$ cat src/dtc_defs.svh
// Constants for the day-tank transfer and alarm controller.
`ifndef DTC_DEFS_SVH
`define DTC_DEFS_SVH
`define DTC_N_TANK     8
`define DTC_ADDR_BASE  4'h2
`define DTC_LVL_W      5
`define DTC_LVL_EMPTY  5'h00
`define DTC_LVL_FULL   5'h10
`define DTC_TYPE_GREY  3'h1
`define DTC_TYPE_BLACK 3'h2
`define DTC_TYPE_WATER 3'h3
`define DTC_TYPE_FUEL  3'h4
`define DTC_TYPE_DAY   3'h5
`define DTC_CLK_MHZ    200
`define DTC_SETTLE_US  50
`define DTC_BLINK_MS   250
`endif

$ cat src/dtc_pkg.sv
// Types shared by the day-tank transfer and alarm controller.
`include "dtc_defs.svh"
package dtc_pkg;
  typedef struct packed {
    logic                  present;
    logic [2:0]            ttype;
    logic                  alarm_en;
    logic [`DTC_LVL_W-1:0] alarm_lvl;
    logic [`DTC_LVL_W-1:0] off_lvl;
  } dtc_tank_cfg_t;

  typedef struct packed {
    dtc_tank_cfg_t [`DTC_N_TANK-1:0] tank;
    logic [2:0]                      day_slot;
    logic [2:0]                      pref1_slot;
    logic [2:0]                      pref2_slot;
    logic [`DTC_LVL_W-1:0]           trig_lvl;
    logic                            alt_mode;
    logic                            special_en;
    logic [2:0]                      special_slot;
    logic [1:0]                      pump_sense_en;
  } dtc_cfg_t;

  typedef enum logic [1:0] {
    XF_IDLE   = 2'b00,
    XF_SETTLE = 2'b01,
    XF_RUN    = 2'b10
  } dtc_xf_state_t;
endpackage

$ cat src/dtc_ctrl.sv
// Day-tank fill, manual transfer, pump selection and alarm indication controller.
//==========================================================================
// Contract
// Auto mode starts a day-tank fill when its level falls to the trigger.
// Stop during a transfer halts it and puts the day tank in manual; the code does so only when the day tank is the destination.
// Manual returns to auto once day level rises above the trigger.
// Restore command forces auto mode and returns display to main view.
// Alternating mode swaps first and second supply on each fill.
// Otherwise draw from first supply until empty, then the second.
// First and second supply may be the same tank.
// Bell flashes for the displayed alarming tank, steady for another.
// Mute silences the audible alarm.
// Solenoid without current stops the transfer and flags a solenoid fault.
// Pump without current, sensing enabled, stops transfer and flags pump fault.
// Small tank bell shown only while that tank's alarm is enabled.
// Tank alarm is empty or full depending on tank type.
// Silent or unpowered configured tank shows link loss until it recovers.
// Enter in monitoring toggles single-tank and all-tanks views.
// Type 4 is fuel, 5 is day tank; only type 5 auto-fills.
// With a special tank, manual transfers always go to it.
// Manual transfers stay available alongside day-tank auto fill.
// Pump stops when the destination reaches its pump-off level.
// Leaving setup commits settings and enters monitoring mode.
// Levels are bar steps, 0 empty and 16 full.
// Each remote unit has a unique address from 2 to 9.
// Pump uses the primary unit, else the secondary if absent or faulty.
// Pump and valves energised only while a transfer runs.
//==========================================================================
`timescale 1ns/1ps
`include "dtc_defs.svh"
module dtc_ctrl
  import dtc_pkg::*;
#(
  parameter int SETTLE_CYC = `DTC_SETTLE_US * `DTC_CLK_MHZ,
  parameter int BLINK_CYC  = `DTC_BLINK_MS * 1000 * `DTC_CLK_MHZ
)(
  // Clock and reset.
  input  wire logic                                      ref_clk_i,
  input  wire logic                                      arst_n_i,
  // Setup.
  input  wire dtc_cfg_t                                  cfg_i,
  input  wire logic                                      setup_enter_i,
  input  wire logic                                      setup_exit_i,
  // Remote unit reports.
  input  wire logic [`DTC_N_TANK-1:0][`DTC_LVL_W-1:0]    level_i,
  input  wire logic [`DTC_N_TANK-1:0]                    link_ok_i,
  input  wire logic [`DTC_N_TANK-1:0]                    sol_sense_i,
  input  wire logic [1:0]                                pump_present_i,
  input  wire logic [1:0]                                pump_sense_i,
  // Operator keys.
  input  wire logic                                      enter_key_i,
  input  wire logic                                      mute_key_i,
  input  wire logic                                      stop_key_i,
  input  wire logic                                      restore_auto_i,
  input  wire logic                                      xfer_start_i,
  input  wire logic [2:0]                                xfer_src_i,
  input  wire logic [2:0]                                xfer_dst_i,
  input  wire logic [2:0]                                disp_slot_i,
  // Actuators.
  output logic [`DTC_N_TANK-1:0]                         valve_out_o,
  output logic [`DTC_N_TANK-1:0]                         valve_in_o,
  output logic [1:0]                                     pump_on_o,
  // Status and indication.
  output logic                                           program_mode_o,
  output logic                                           day_auto_o,
  output logic                                           xfer_active_o,
  output logic                                           disp_all_o,
  output logic                                           bell_o,
  output logic                                           audible_o,
  output logic                                           sol_fault_o,
  output logic                                           pump_fault_o,
  output logic [`DTC_N_TANK-1:0]                         small_bell_o,
  output logic [`DTC_N_TANK-1:0]                         tank_alarm_o,
  output logic [`DTC_N_TANK-1:0]                         link_loss_indication_o
);

  localparam logic [31:0] SETTLE_LAST = 32'(SETTLE_CYC - 1);
  localparam logic [31:0] BLINK_LAST  = 32'(BLINK_CYC - 1);

  //========================================================================
  // State.
  dtc_cfg_t                        cfg_r;
  dtc_xf_state_t                   st_r;
  dtc_xf_state_t                   st_nxt;
  logic [31:0]                     cnt_r;
  logic [31:0]                     blink_cnt_r;
  logic                            blink_r;
  logic [2:0]                      src_r;
  logic [2:0]                      src_nxt;
  logic [2:0]                      dst_r;
  logic [2:0]                      dst_nxt;
  logic                            sec_r;
  logic                            sec_nxt;
  logic                            alt_sel_r;
  logic                            auto_r;
  logic                            prog_r;
  logic                            mute_r;
  logic                            sol_fault_r;
  logic                            pump_fault_r;
  logic [2:0]                      fault_slot_r;
  logic [`DTC_N_TANK-1:0]          alarm_w;

  //========================================================================
  // Decode.
  wire [2:0]             day_slot  = cfg_r.day_slot;
  wire [`DTC_LVL_W-1:0]  day_lvl   = level_i[day_slot];
  wire                   monitor   = ~prog_r;
  wire                   day_cfg   = cfg_r.tank[day_slot].present &&
                                     cfg_r.tank[day_slot].ttype == `DTC_TYPE_DAY;
  wire                   day_low   = day_lvl <= cfg_r.trig_lvl;
  wire                   pref1_dry = level_i[cfg_r.pref1_slot] == `DTC_LVL_EMPTY;
  // Same slot for both supplies simply selects one tank either way.
  wire [2:0]             auto_src  = cfg_r.alt_mode ?
                                     (alt_sel_r ? cfg_r.pref2_slot : cfg_r.pref1_slot) :
                                     (pref1_dry ? cfg_r.pref2_slot : cfg_r.pref1_slot);
  wire                   idle      = st_r == XF_IDLE;
  wire                   active    = ~idle;
  wire                   auto_go   = monitor && day_cfg && auto_r && day_low && idle &&
                                     level_i[auto_src] != `DTC_LVL_EMPTY;
  wire                   man_go    = monitor && xfer_start_i && idle && ~auto_go;
  wire [2:0]             man_dst   = cfg_r.special_en ? cfg_r.special_slot : xfer_dst_i;
  // Every new pump start tries the primary unit again whenever it is on the network.
  wire                   pri_ok    = pump_present_i[0];
  wire [`DTC_LVL_W-1:0]  dst_lvl   = level_i[dst_r];
  wire                   done      = level_i[src_r] == `DTC_LVL_EMPTY ||
                                     dst_lvl >= `DTC_LVL_FULL ||
                                     dst_lvl >= cfg_r.tank[dst_r].off_lvl;
  wire                   halt      = active && (stop_key_i || done);
  wire                   sol_bad   = (st_r == XF_RUN) &&
                                     (~sol_sense_i[src_r] || ~sol_sense_i[dst_r]);
  wire                   pump_bad  = (st_r == XF_RUN) && cfg_r.pump_sense_en[sec_r] &&
                                     ~pump_sense_i[sec_r];
  wire                   pump_swap = pump_bad && ~sec_r && pump_present_i[1];
  wire                   pump_dead = pump_bad && ~pump_swap;
  wire                   any_alarm = |alarm_w || sol_fault_r || pump_fault_r;
  wire                   disp_hit  = alarm_w[disp_slot_i] ||
                                     ((sol_fault_r || pump_fault_r) && fault_slot_r == disp_slot_i);

  //========================================================================
  // Tank alarm conditions.
  always_comb
  begin
    for (int i = 0; i < `DTC_N_TANK; i++)
    begin
      if (cfg_r.tank[i].ttype == `DTC_TYPE_FUEL || cfg_r.tank[i].ttype == `DTC_TYPE_DAY)
        alarm_w[i] = cfg_r.tank[i].present && cfg_r.tank[i].alarm_en &&
                     level_i[i] <= cfg_r.tank[i].alarm_lvl;
      else
        alarm_w[i] = cfg_r.tank[i].present && cfg_r.tank[i].alarm_en &&
                     level_i[i] >= cfg_r.tank[i].alarm_lvl;
    end
  end

  //========================================================================
  // Transfer sequencing.
  always_comb
  begin
    st_nxt  = st_r;
    src_nxt = src_r;
    dst_nxt = dst_r;
    sec_nxt = sec_r;
    case (st_r)
      XF_IDLE:
      begin
        if (auto_go)
        begin
          st_nxt  = XF_SETTLE;
          src_nxt = auto_src;
          dst_nxt = day_slot;
          sec_nxt = ~pri_ok;
        end
        else if (man_go)
        begin
          st_nxt  = XF_SETTLE;
          src_nxt = xfer_src_i;
          dst_nxt = man_dst;
          sec_nxt = ~pri_ok;
        end
      end
      XF_SETTLE:
      begin
        if (halt)
          st_nxt = XF_IDLE;
        else if (cnt_r == SETTLE_LAST)
          st_nxt = XF_RUN;
      end
      XF_RUN:
      begin
        if (halt || sol_bad || pump_dead)
          st_nxt = XF_IDLE;
        else if (pump_swap)
        begin
          st_nxt  = XF_SETTLE;
          sec_nxt = 1'b1;
        end
      end
      default:
        st_nxt = XF_IDLE;
    endcase
  end

  //========================================================================
  // Sequencer registers.
  always_ff @(posedge ref_clk_i or negedge arst_n_i)
  begin
    if (!arst_n_i)
    begin
      st_r  <= XF_IDLE;
      cnt_r <= 32'h0;
      src_r <= 3'h0;
      dst_r <= 3'h0;
      sec_r <= 1'b0;
    end
    else
    begin
      st_r  <= st_nxt;
      cnt_r <= (st_nxt == XF_SETTLE && st_r == XF_SETTLE) ? cnt_r + 32'h1 : 32'h0;
      src_r <= src_nxt;
      dst_r <= dst_nxt;
      sec_r <= sec_nxt;
    end
  end

  //========================================================================
  // Actuators follow the sequencer; all drop together on stop or fault.
  always_ff @(posedge ref_clk_i or negedge arst_n_i)
  begin
    if (!arst_n_i)
    begin
      valve_out_o   <= '0;
      valve_in_o    <= '0;
      pump_on_o     <= 2'h0;
      xfer_active_o <= 1'b0;
    end
    else
    begin
      valve_out_o   <= (st_nxt != XF_IDLE) ? (`DTC_N_TANK'(1) << src_nxt) : '0;
      valve_in_o    <= (st_nxt != XF_IDLE) ? (`DTC_N_TANK'(1) << dst_nxt) : '0;
      pump_on_o     <= (st_nxt != XF_IDLE) ? (sec_nxt ? 2'h2 : 2'h1) : 2'h0;
      xfer_active_o <= st_nxt != XF_IDLE;
    end
  end

  //========================================================================
  // Configuration, modes and fault flags.
  always_ff @(posedge ref_clk_i or negedge arst_n_i)
  begin
    if (!arst_n_i)
    begin
      cfg_r        <= '0;
      prog_r       <= 1'b1;
      auto_r       <= 1'b1;
      alt_sel_r    <= 1'b0;
      sol_fault_r  <= 1'b0;
      pump_fault_r <= 1'b0;
      fault_slot_r <= 3'h0;
      disp_all_o   <= 1'b0;
    end
    else
    begin
      if (prog_r && setup_exit_i)
      begin
        cfg_r  <= cfg_i;
        prog_r <= 1'b0;
      end
      else if (monitor && setup_enter_i && idle)
        prog_r <= 1'b1;
      if (restore_auto_i)
        auto_r <= 1'b1;
      else if (stop_key_i && active && dst_r == day_slot)
        auto_r <= 1'b0;
      else if (!auto_r && !day_low)
        auto_r <= 1'b1;
      if (auto_go)
        alt_sel_r <= ~alt_sel_r;
      if (sol_bad)
        sol_fault_r <= 1'b1;
      else if (restore_auto_i || man_go)
        sol_fault_r <= 1'b0;
      if (pump_dead)
        pump_fault_r <= 1'b1;
      else if (restore_auto_i || man_go)
        pump_fault_r <= 1'b0;
      if (sol_bad)
        fault_slot_r <= sol_sense_i[src_r] ? dst_r : src_r;
      else if (pump_dead)
        fault_slot_r <= dst_r;
      if (restore_auto_i)
        disp_all_o <= 1'b0;
      else if (monitor && enter_key_i)
        disp_all_o <= ~disp_all_o;
    end
  end

  //========================================================================
  // Bell, mute and display indicators.
  always_ff @(posedge ref_clk_i or negedge arst_n_i)
  begin
    if (!arst_n_i)
    begin
      blink_cnt_r            <= 32'h0;
      blink_r                <= 1'b0;
      mute_r                 <= 1'b0;
      bell_o                 <= 1'b0;
      audible_o              <= 1'b0;
      small_bell_o           <= '0;
      tank_alarm_o           <= '0;
      link_loss_indication_o <= '0;
    end
    else
    begin
      blink_cnt_r <= (blink_cnt_r >= BLINK_LAST) ? 32'h0 : blink_cnt_r + 32'h1;
      if (blink_cnt_r >= BLINK_LAST)
        blink_r <= ~blink_r;
      if (mute_key_i && any_alarm)
        mute_r <= 1'b1;
      else if (!any_alarm)
        mute_r <= 1'b0;
      bell_o    <= any_alarm && (disp_hit ? blink_r : 1'b1);
      audible_o <= any_alarm && !mute_r && !mute_key_i;
      for (int i = 0; i < `DTC_N_TANK; i++)
      begin
        small_bell_o[i]           <= cfg_r.tank[i].present && cfg_r.tank[i].alarm_en;
        link_loss_indication_o[i] <= cfg_r.tank[i].present && !link_ok_i[i];
      end
      tank_alarm_o <= alarm_w;
    end
  end

  //========================================================================
  // Plain status outputs.
  always_ff @(posedge ref_clk_i or negedge arst_n_i)
  begin
    if (!arst_n_i)
    begin
      program_mode_o <= 1'b1;
      day_auto_o     <= 1'b1;
      sol_fault_o    <= 1'b0;
      pump_fault_o   <= 1'b0;
    end
    else
    begin
      program_mode_o <= prog_r;
      day_auto_o     <= auto_r;
      sol_fault_o    <= sol_fault_r;
      pump_fault_o   <= pump_fault_r;
    end
  end

endmodule

$ cat config.mk
export PLATFORM = sky130hd
export DESIGN_NAME = dtc_ctrl
export DESIGN_NICKNAME = d
export VERILOG_FILES = /design/src/dtc_pkg.sv /design/src/dtc_ctrl.sv
export VERILOG_INCLUDE_DIRS = /design/src /design/src/src
export SDC_FILE = /design/constraint.sdc
export NUM_CORES = 1
export LEC_CHECK = 0
export ABC_AREA = 1
export BUFFER_PORTS_ARGS = -buffer_cell sky130_fd_sc_hd__clkbuf_2
export CAP_MARGIN = 20
export CORE_UTILIZATION = 56
export DETAILED_ROUTE_END_ITERATION = 16
export PLACE_DENSITY = 0.92
export SLEW_MARGIN = 20
export SYNTH_ARGS = -nofsm -noshare
export SYNTH_HDL_FRONTEND = slang
export SYNTH_SLANG_ARGS = --single-unit
$ cat constraint.sdc
create_clock -name ref_clk_i -period 4.8 [get_ports ref_clk_i]
set_input_delay 0.72 -clock ref_clk_i [delete_from_list [all_inputs] [get_ports ref_clk_i]]
set_output_delay 0.72 -clock ref_clk_i [all_outputs]
set_load 0.005 [all_outputs]
Yosys cells after proc, flatten, opt, wreduce, memory -nomap -nowiden
Cells that the tools add are included.
{"block": "totals", "word_cells": 323, "in_bits": 219, "register_bits": 274}
{"block": "classes", "bitwise": 12, "magnitude_cmp": 27, "n_reduce_logical": 104, "n_shift": 2, "n_mux": 76, "n_addsub": 2, "eq_ne": 24}
{"cell": "$bmux 15 s3", "count": 2}
{"cell": "$bmux 5 s3", "count": 5}
{"cell": "$add 32x1->32 const B", "count": 2}
{"cell": "$mux 32", "count": 2}
{"cell": "$logic_and 1x1->1", "count": 61}
{"cell": "$eq 3x3->1 const B", "count": 17}
{"cell": "$ge 5x5->1", "count": 9}
{"cell": "$le 5x5->1", "count": 9}
{"cell": "$mux 3", "count": 13}
{"cell": "$eq 32x14->1 const B", "count": 1}
{"cell": "$ge 32x26->1 const B", "count": 1}
{"cell": "$mux 1", "count": 32}
{"cell": "$mux 5", "count": 6}
{"cell": "$lt 3x4->1 const B", "count": 6}
{"cell": "$logic_or 1x1->1", "count": 19}
{"cell": "$mux 2", "count": 8}
{"cell": "$mux 8", "count": 2}
{"cell": "$shl 1x3->8 const A", "count": 2}
{"cell": "$mux 15", "count": 1}
{"cell": "$logic_not 1->1", "count": 12}
{"cell": "$not 1->1", "count": 12}
{"cell": "$reduce_bool 2->1", "count": 6}
{"cell": "$logic_not 5->1", "count": 2}
{"cell": "$bmux 1 s3", "count": 3}
{"cell": "12 further kinds", "count": 14}

Longest topological paths before layout
Gate-level depths: netlist of the first run.
{"block": "depth", "depth_word": 17, "ltp_mapped": 24, "depth_no_buf": 23}

Least setup slack after synthesis of the first run
OpenSTA, ideal clock, no wires.
{"block": "synth_timing", "kind": "reg2reg", "start": "register cfg_r (netlist bit day_slot[0])", "end": "register valve_in_o[2]", "slack_ns": 1.269, "n_path_buf": 4, "path_stages_with_launch": 22, "arrival_time_ns": 3.459, "cell_sequence": "dfrtp_1 > buf_2 > inv_2 > buf_2 > buf_1 > clkbuf_1 > a21oi_1 > a221oi_1 > a31oi_1 > ha_1 > a21oi_1 > o221ai_1 > nand2_1 > nand4_1 > nor3_1 > nand3_4 > nand2_4 > inv_4 > nand2_2 > a21boi_4 > nand2_1 > nor2_1"}
{"block": "synth_between", "elab_chain_len": 16, "word_cells_on_any_way": 23, "classes_between": "order compare (1); eq/ne (1); shift (1); mux (11); bitwise (1); reduce/logical (8)"}
{"element": "start: declaration", "line_no": "dtc_ctrl.sv:82", "text": "dtc_cfg_t cfg_r;"}
{"element": "start signal: assignment", "line_no": "dtc_ctrl.sv:263", "text": "cfg_r <= cfg_i;"}
{"element": "branches (longest 6 deep; another with $le 5x5->1)"}
{"element": "$logic_and 1x1->1 (*) (2 in series)", "line_no": "dtc_ctrl.sv:118", "text": "wire auto_go = monitor && day_cfg && auto_r && day_low && idle &&"}
{"element": "$logic_and 1x1->1 (no line) (*)"}
{"element": "$not 1->1", "line_no": "dtc_ctrl.sv:120", "text": "wire man_go = monitor && xfer_start_i && idle && ~auto_go;"}
{"element": "$logic_and 1x1->1", "line_no": "dtc_ctrl.sv:120"}
{"element": "$mux 3", "line_no": "dtc_ctrl.sv:172", "text": "else if (man_go)"}
{"element": "$mux 3 (*)", "line_no": "dtc_ctrl.sv:165", "text": "if (auto_go)"}
{"element": "$mux 3 (*)", "line_no": "dtc_ctrl.sv:162", "text": "case (st_r)"}
{"element": "named net dst_nxt[1]", "line_no": "dtc_ctrl.sv:91", "text": "logic [2:0] dst_nxt;"}
{"element": "$shl 1x3->8 (no line) (*)"}
{"element": "$mux 8 (*)", "line_no": "dtc_ctrl.sv:238", "text": "valve_in_o <= (st_nxt != XF_IDLE) ? (`DTC_N_TANK'(1) << dst_nxt) : '0;"}
{"element": "end signal: assignment", "line_no": "dtc_ctrl.sv:238"}
{"element": "end: declaration", "line_no": "dtc_ctrl.sv:61", "text": "output logic [`DTC_N_TANK-1:0] valve_in_o,"}
Mark *: on every way through the listed nets, which the timed path passes. The select of a mux whose other input is x is not followed.
A chain may end at the register's enable or synchronous reset.

Worst setup path after layout of the first run
{"block": "layout_timing", "start": "register cfg_r (netlist bit day_slot[1])", "end": "register valve_in_o[2]"}
{"block": "layout_between", "elab_chain_len": 16, "word_cells_on_any_way": 23, "classes_between": "order compare (1); eq/ne (1); shift (1); mux (11); bitwise (1); reduce/logical (8)"}
{"element": "branches (longest 12 deep; another with $le 5x5->1)"}
{"element": "$mux 3 (*)", "line_no": "dtc_ctrl.sv:165"}
{"element": "$mux 3 (*)", "line_no": "dtc_ctrl.sv:162"}
{"element": "named net dst_nxt[1]", "line_no": "dtc_ctrl.sv:91"}
{"element": "$shl 1x3->8 (no line) (*)"}
{"element": "$mux 8 (*)", "line_no": "dtc_ctrl.sv:238"}
Marks and branches as above.

==> results of run 1 <==
-- where the power goes --
part	leakage (nW)	total, mW	switching (mW)	internal [mW]
clock	0.492	2.43	0.959	1.47
sequential	3.37	3.57	0.480	3.09
combinational	4.69	4.17	2.55	1.61
-- worst reg2reg max path: stages, from the launching register on --
cell and delay (ns):
dfrtp_1 0.66, clkinv_1 0.65, a21oi_1 0.29, o21ai_0 0.11, nand2_1 0.08, nor2_1 0.04
a31oi_1 0.19, ha_1 0.26, nand4_1 0.12, o221ai_1 0.11, nand2_1 0.10, nand4_1 0.10
nor3_1 0.42, nand3_4 0.20, nand2_4 0.14, inv_4 0.07, nand2_2 0.07, a21boi_4 0.21
nand2_1 0.10, nor2_1 0.10
-- cells by family after synthesis --
| group | Yosys count | synth area share [%] |
|---|---|---|
| XOR/XNOR | 21 | 1.28 |
| AO/OA/AOI/OAI | 333 | 12.9 |
| adder cells (fa/ha/maj) | 52 | 4.52 |
| AND/OR/NAND/NOR | 641 | 20.3 |
| multiplexers | 82 | 6.39 |
| flip-flops | 274 | 47.7 |
| other | 1 | 0.0261 |
| buffers and inverters | 260 | 6.94 |
-- layout make-up --
type / count / share of cell area [%]
antenna: 3 / 0.0438
clock buffer: 36 / 4.51
clock inverter: 17 / 1.50
inverter: 205 / 4.52
multi-input combinational: 1135 / 38.3
sequential: 274 / 40.1
tap: 330 / 2.41
timing repair buffer: 281 / 8.68
-- cell usage after synthesis (16+ instances only) --
library cell  count
inv_1           198
ha_1             52
o21ai_0         105
buf_1            16
nor3_1           37
dfrtp_1         270
a31oi_1          16
nand3_1          74
nor2_1          232
nand4_1          28
nand2_1         206
mux2_2           79
a21oi_1         161
clkbuf_1         35
-- per-layer routing --
layer | global-route usage, % | share of wire [%]
met4 | 15.4 | 5.1
met5 | 0 | 0.031
met2 | 52.7 | 48
met3 | 6.82 | 9.2
met1 | 40.0 | 38
-- through the flow --
step                      util, %  cell area [um2]
after floorplan                 -            14400
after global placement       63.9            16100
after detailed placement     63.9            16100
after CTS                    68.0            17100
after global routing         68.0            17100
final                        68.0            17100
-- path summary, 6_finish.rpt --
| check | startpoint | endpoint | slack (ns) | depth (start not counted) |
|---|---|---|---|---|
| worst max-delay path | day_slot[1]$_DFFE_PN0P_ | valve_in_o[2]$_DFF_PN0_ | 0.71 | 19 |
| worst min-delay path | arst_n_i | blink_cnt_r[6]$_DFF_PN0_ | 0.23 | 1 |
| worst max register to register | day_slot[1]$_DFFE_PN0P_ | valve_in_o[2]$_DFF_PN0_ | 0.71 | 19 |
| worst min register to register | auto_r$_DFFE_PN1P_ | day_auto_o$_DFF_PN1_ | 0.38 | 0 |
| max in group asynchronous | arst_n_i | cfg_r[109]$_DFFE_PN0P_ | 3.45 | 2 |
| min in group ref_clk_i | link_ok_i[5] | link_loss_indication_o[5]$_DFF_PN0_ | 0.30 | 2 |
-- registers in the layout (all words and copies together) (netlist names), 2 cells and up --
signal                  flops
cfg_r                     138
blink_cnt_r                32
cnt_r                      32
link_loss_indication_o      8
small_bell_o                8
tank_alarm_o                8
valve_in_o                  8
valve_out_o                 8
day_slot                    3
dst_r                       3
fault_slot_r                3
src_r                       3
pump_on_o                   2
st_r                        2
==> summary.txt, run 1 <==
Global route
  – Tot GR Track Use: 32.0%
  – Gr ovfl total: 0
  – Pin count of the biggest net entering global routing: 119
  – First-pass GRT wire length: 66000 um
  – Initial antenna violation count: 4
  – Vias in the first global route: 13100

Timing
  – Post-route minimum period: approximately 4.1 ns
  – Least-Margin Pin Slew: 0.937 ns
  – Slew Limit Fails: 0
  – Final Setup Violations: 0
  – Setup Skew: ~0.026 ns
  – Hold Worst Slack: 0.230 ns
  – F_max: roughly 240 MHz
  – Final worst slack: roughly 0.71 ns
  – Max_slew headroom: 37.5%
  – Final hold violation count: 0
  – Period utilisation layout: 85.1%
  – RSZ-0062 raised after global routing: false
  – Total negative slack: 0 ns

Logic synthesis
  – Mean post-synth cell area: 8.65 um2
  – Post-synthesis async set-or-reset flop share: 100%
  – Number of synthesized flops with an enable pin: 0
  – Seq/Total Area, Yosys: 47.7%
  – Main synth FF type: dfrtp_1
  – Warnings from Yosys: 0
  – Synth cell types: 57
  – Top cell type's share of synthesized area: 47.0%
  – Area leader, netlist: dfrtp_1
  – Synthesized cell area: between 10000 and 15000 um2
  – Mapped Cells: 1664
  – #FFs+latches synth: 274
  – Synth top area cells: dfrtp_1 47%, mux2_2 6.2%, nor2_1 6.1%, a21oi_1 5.6%, nand2_1 5.4%

Finish
  – Fillers: roughly 1900
  – Area grow syn2layout: 19.1%
  – Area of the multi-input gates: 6560 um2
  – Nets: 2197
  – Share of layout cells above drive strength 1: 23.4%
  – Most frequent cells in the layout: 270 x dfrtp_1, 267 x clkbuf_2, 232 x nor2_1
  – Leading cell type in the layout, fill and taps excluded: dfrtp_1
  – Final Non-Filler Cells: 2281
  – Storage element area: 6860 um2

Pwr
  – Leak pwr: 8.56 nW
  – IR drop worst, VDD: 0.000421 V
  – P per Cell Area: just under 600 nW/um2
  – Overall Power: 10.2 mW

Die
  – CORE AREA: approximately 25000 um2
  – Die width: 162 um
  – Row Count: 58
  – Die Y: about 160 um
  – Initial core utilization: 57.1%
  – Die area: 26300 um2
  – # IOs: 269

Routing
  – Total Wirelength: 41300 um
  – Vias per inst: around 5.7
  – 1st-iter DRT viols: roughly 1200
  – DRT antenna net count: 0
  – Via count: 13100
  – Drt pass-1 iters: 6
  – Wire per inst: roughly 18 um
  – Number of remaining DRC errors: 0

Setup path
  – Slowest-stage cell, CP: dfrtp_1
  – Crit start category: register
  – Crit-path max FO: 19
  – CP Capture Type: register
  – Cells along the critical path: clkinv_1, a21oi_1, o21ai_0, nand2_1, nor2_1, a31oi_1, ha_1, nand4_1, o221ai_1, nand2_1, nand4_1, nor3_1, nand3_4, nand2_4, inv_4, nand2_2, a21boi_4, nand2_1, nor2_1
  – CP most frequent cell: nand2_1
  – Buf/Inv on CP: 2
  – Worst EP arrival: 4.57 ns
  – Top cell family by delay on the critical path: simple AND/OR/NAND/NOR gates
  – Critical path required time: approximately 5.3 ns
  – Biggest cell delay along the critical path: 0.66 ns
  – WS Path Type: register to register

Clocking
  – Clock Pin Slew Worst Setup and Hold Paths: 0.06 ns
  – CTS Buffer Depth: 3
  – TritonCTS buffer count: 29
  – Htree depth: 1
  – Clock Latency Late Sink: 0.57 ns
  – TritonCTS clock tree: done
  – Postcts setup bufs: 0
  – Root Buffer: clkbuf_16
  – # hold bufs at CTS: 0
  – TritonCTS sink count: 274
  – Post-cts resize count: 0

Placed design
  – Number of I/O port buffers: between 200 and 300
  – Placed cell count: 2225
  – GPL Wtd Cong: 0.976
  – Dpl hpwl: 30400 um
  – Pre-CTS WS: between 0.9 and 1 ns

Job
  – Max-cap violations: 0

Run status
  – Status: completed

Worst hold path
  – HP Class: input port to async pin
Note: power is estimated with default switching activity, not from simulation.
==> run 2: changes to the inputs <==
--- a/config.mk
+++ b/config.mk
@@ -10,4 +10,5 @@
 export BUFFER_PORTS_ARGS = -buffer_cell sky130_fd_sc_hd__clkbuf_2
 export CAP_MARGIN = 20
+export CORE_MARGIN = 1.5
 export CORE_UTILIZATION = 56
 export DETAILED_ROUTE_END_ITERATION = 16
==> constraint.sdc (replaced) <==
create_clock -name ref_clk_i -period 4.8 [get_ports ref_clk_i]
set_input_delay 0.96 -clock ref_clk_i [delete_from_list [all_inputs] [get_ports ref_clk_i]]
set_output_delay 0.96 -clock ref_clk_i [all_outputs]
set_load 0.005 [all_outputs]
==> run 2 against run 1 <==
Net effect: power increased by 0.96%; via count increased by 0.71%; sequential cell count unchanged; combinational power increased by 2%; largest cell class unchanged.
==> summary.txt, run 2 (synthesis results as in run 1) <==
Setup path
  – R2R cell count: 19
  – Slack of the worst reg-to-reg path: 0.59 ns
  – CP Capture Type: register
  – Crit-path max FO: 19
  – R2R Path End: valve_out_o[5]$_DFF_PN0_
  – Worst EP arrival: 4.68 ns
  – Critical path required time: 5.27 ns
  – FF-to-FF Start: day_slot[1]$_DFFE_PN0P_
  – Crit start category: register
  – WS Path Type: register to register

Routing
  – Vias per inst: 5.77
  – Number of remaining DRC errors: 0
  – Wire per inst: 18.2 um
  – Total Wirelength: 41700 um
  – DRT antenna net count: 0
  – Via count: ~13000
  – Drt pass-1 iters: 7
  – 1st-iter DRT viols: ~1200

Timing
  – Final hold violation count: 0
  – Period utilisation layout: 87.7%
  – RSZ-0062 raised after global routing: false
  – Slew Limit Fails: 0
  – Hold Worst Slack: 0.375 ns
  – Least-Margin Pin Slew: about 1.1 ns
  – Final Setup Violations: 0
  – Total negative slack: 0 ns
  – Max_slew headroom: 26.8%
  – Final worst slack: approximately 0.6 ns
  – Post-route minimum period: 4.21 ns
  – F_max: 238 MHz
  – Setup Skew: 0.0391 ns

Clocking
  – Root Buffer: clkbuf_16
  – CTS Buffer Depth: 3
  – Clock Latency Late Sink: ~0.58 ns
  – Clock Pin Slew Worst Setup and Hold Paths: roughly 0.060 ns
  – TritonCTS clock tree: done
  – Postcts setup bufs: 0
  – Post-cts resize count: 0
  – Htree depth: 1
  – # hold bufs at CTS: 0
  – TritonCTS buffer count: 30
  – TritonCTS sink count: 274

Placed design
  – Pre-CTS WS: roughly 0.80 ns
  – Dpl hpwl: between 30000 and 40000 um
  – Placed cell count: 2229
  – Number of I/O port buffers: 268
  – GPL Wtd Cong: approximately 0.96

Die
  – Die Y: around 160 um
  – Row Count: 58
  – Initial core utilization: roughly 57%
  – CORE AREA: 25200 um2
  – Die area: 26700 um2
  – # IOs: 269
  – Die width: 163 um

Pwr
  – P per Cell Area: 598 nW/um2
  – IR drop worst, VDD: 0.000443 V
  – Leak pwr: ~8.6 nW

Global route
  – Vias in the first global route: 13000
  – Initial antenna violation count: 1
  – Pin count of the biggest net entering global routing: 110
  – First-pass GRT wire length: roughly 66000 um
  – Tot GR Track Use: between 30% and 40%
  – Gr ovfl total: 0

Finish
  – Most frequent cells in the layout: 270 x dfrtp_1, 267 x clkbuf_2, 232 x nor2_1
  – Final Non-Filler Cells: 2286
  – Area grow syn2layout: 19.3%
  – Nets: 2202
  – Leading cell type in the layout, fill and taps excluded: dfrtp_1
  – Number of flip-flops in the largest register: 138
  – Largest regs: cfg_r (138), blink_cnt_r (32), cnt_r (32)
  – Share of layout cells above drive strength 1: 23.8%
  – Most flops, register: cfg_r

Worst hold path
  – Hold Path Cell Cnt: 0
  – Worst Hold Path EP: pump_fault_o$_DFF_PN0_
  – Worst hold start: pump_fault_r$_DFFE_PN0P_
  – HP Class: register to register

Run status
  – Status: completed

Job
  – Max-cap violations: 0
[run 2: changes by cell type in the layout (fill, tap and decap cells not counted), moves of 2 or more]
| cell | previous run | this run |
|---|---|---|
| buf_4 | 10 | 15 |
| clkbuf_1 | 5 | 2 |
| inv_6 | 2 | 0 |
| clkinvlp_4 | 4 | 6 |
| clkbuf_8 | 2 | 4 |
| bufinv_16 | 6 | 4 |
[run 2: stage by stage]
stage	instance area (um2)	util, %	power [mW]
after global routing	17200	68.2	10.9
after detailed placement	16100	64.0	7.70
after CTS	17200	68.2	10.2
after global placement	16100	64.0	7.50
final	17200	68.2	10.3
after floorplan	14400	-	6.38
[run 2: power by group]
group	leakage (nW)	switching [mW]	total (mW)	internal, mW
sequential	3.37	0.485	3.58	3.09
clock	0.499	0.993	2.42	1.43
combinational	4.71	2.63	4.26	1.63
[run 2: layer usage]
metal | GRT usage [%] | up-vias | part of all wire (%)
met4 | 13.9 | 0 | 4.7
li1 | - | 6106 | -
met2 | 52.4 | 722 | 48
met3 | 5.71 | 165 | 9.1
met5 | 0 | - | 0
met1 | 40.5 | 6205 | 38
[run 2: critical path, cell delays in order (launching register included)]
cell,delay (ns)
dfrtp_1,0.33
buf_4,0.23
clkinv_1,0.60
a21oi_1,0.30
o21ai_0,0.11
nand2_1,0.11
nor2_1,0.05
a31oi_1,0.27
ha_1,0.30
nand4_1,0.12
o221ai_1,0.11
nand2_1,0.12
nand4_1,0.12
nor3_1,0.41
nand3_4,0.20
nand3_1,0.11
nand3_1,0.09
a21oi_1,0.28
nand2_1,0.11
nor2_1,0.12
[run 2: area by class of cell]
| type | instances | area (um2) |
|---|---|---|
| Fill cell | 1870 | 8020 |
| Sequential cell | 274 | 6860 |
| Multi-Input combinational cell | 1135 | 6560 |
| Timing Repair Buffer | 285 | 1500 |
| Clock buffer | 36 | 813 |
| Inverter | 205 | 774 |
| Tap cell | 330 | 413 |
| Clock inverter | 19 | 235 |
| Antenna cell | 2 | 5.00 |
[run 2: worst max path at each step]
stage	startpoint	end	cells after the start
floorplan	day_slot[0]$_DFFE_PN0P_	valve_in_o[2]$_DFF_PN0_	21
finish	day_slot[1]$_DFFE_PN0P_	valve_out_o[5]$_DFF_PN0_	19
global placement	level_i[26]	valve_out_o[0]$_DFF_PN0_	21
CTS	day_slot[1]$_DFFE_PN0P_	valve_out_o[5]$_DFF_PN0_	19
detailed placement	level_i[26]	valve_in_o[1]$_DFF_PN0_	21
global route	day_slot[1]$_DFFE_PN0P_	valve_out_o[5]$_DFF_PN0_	17
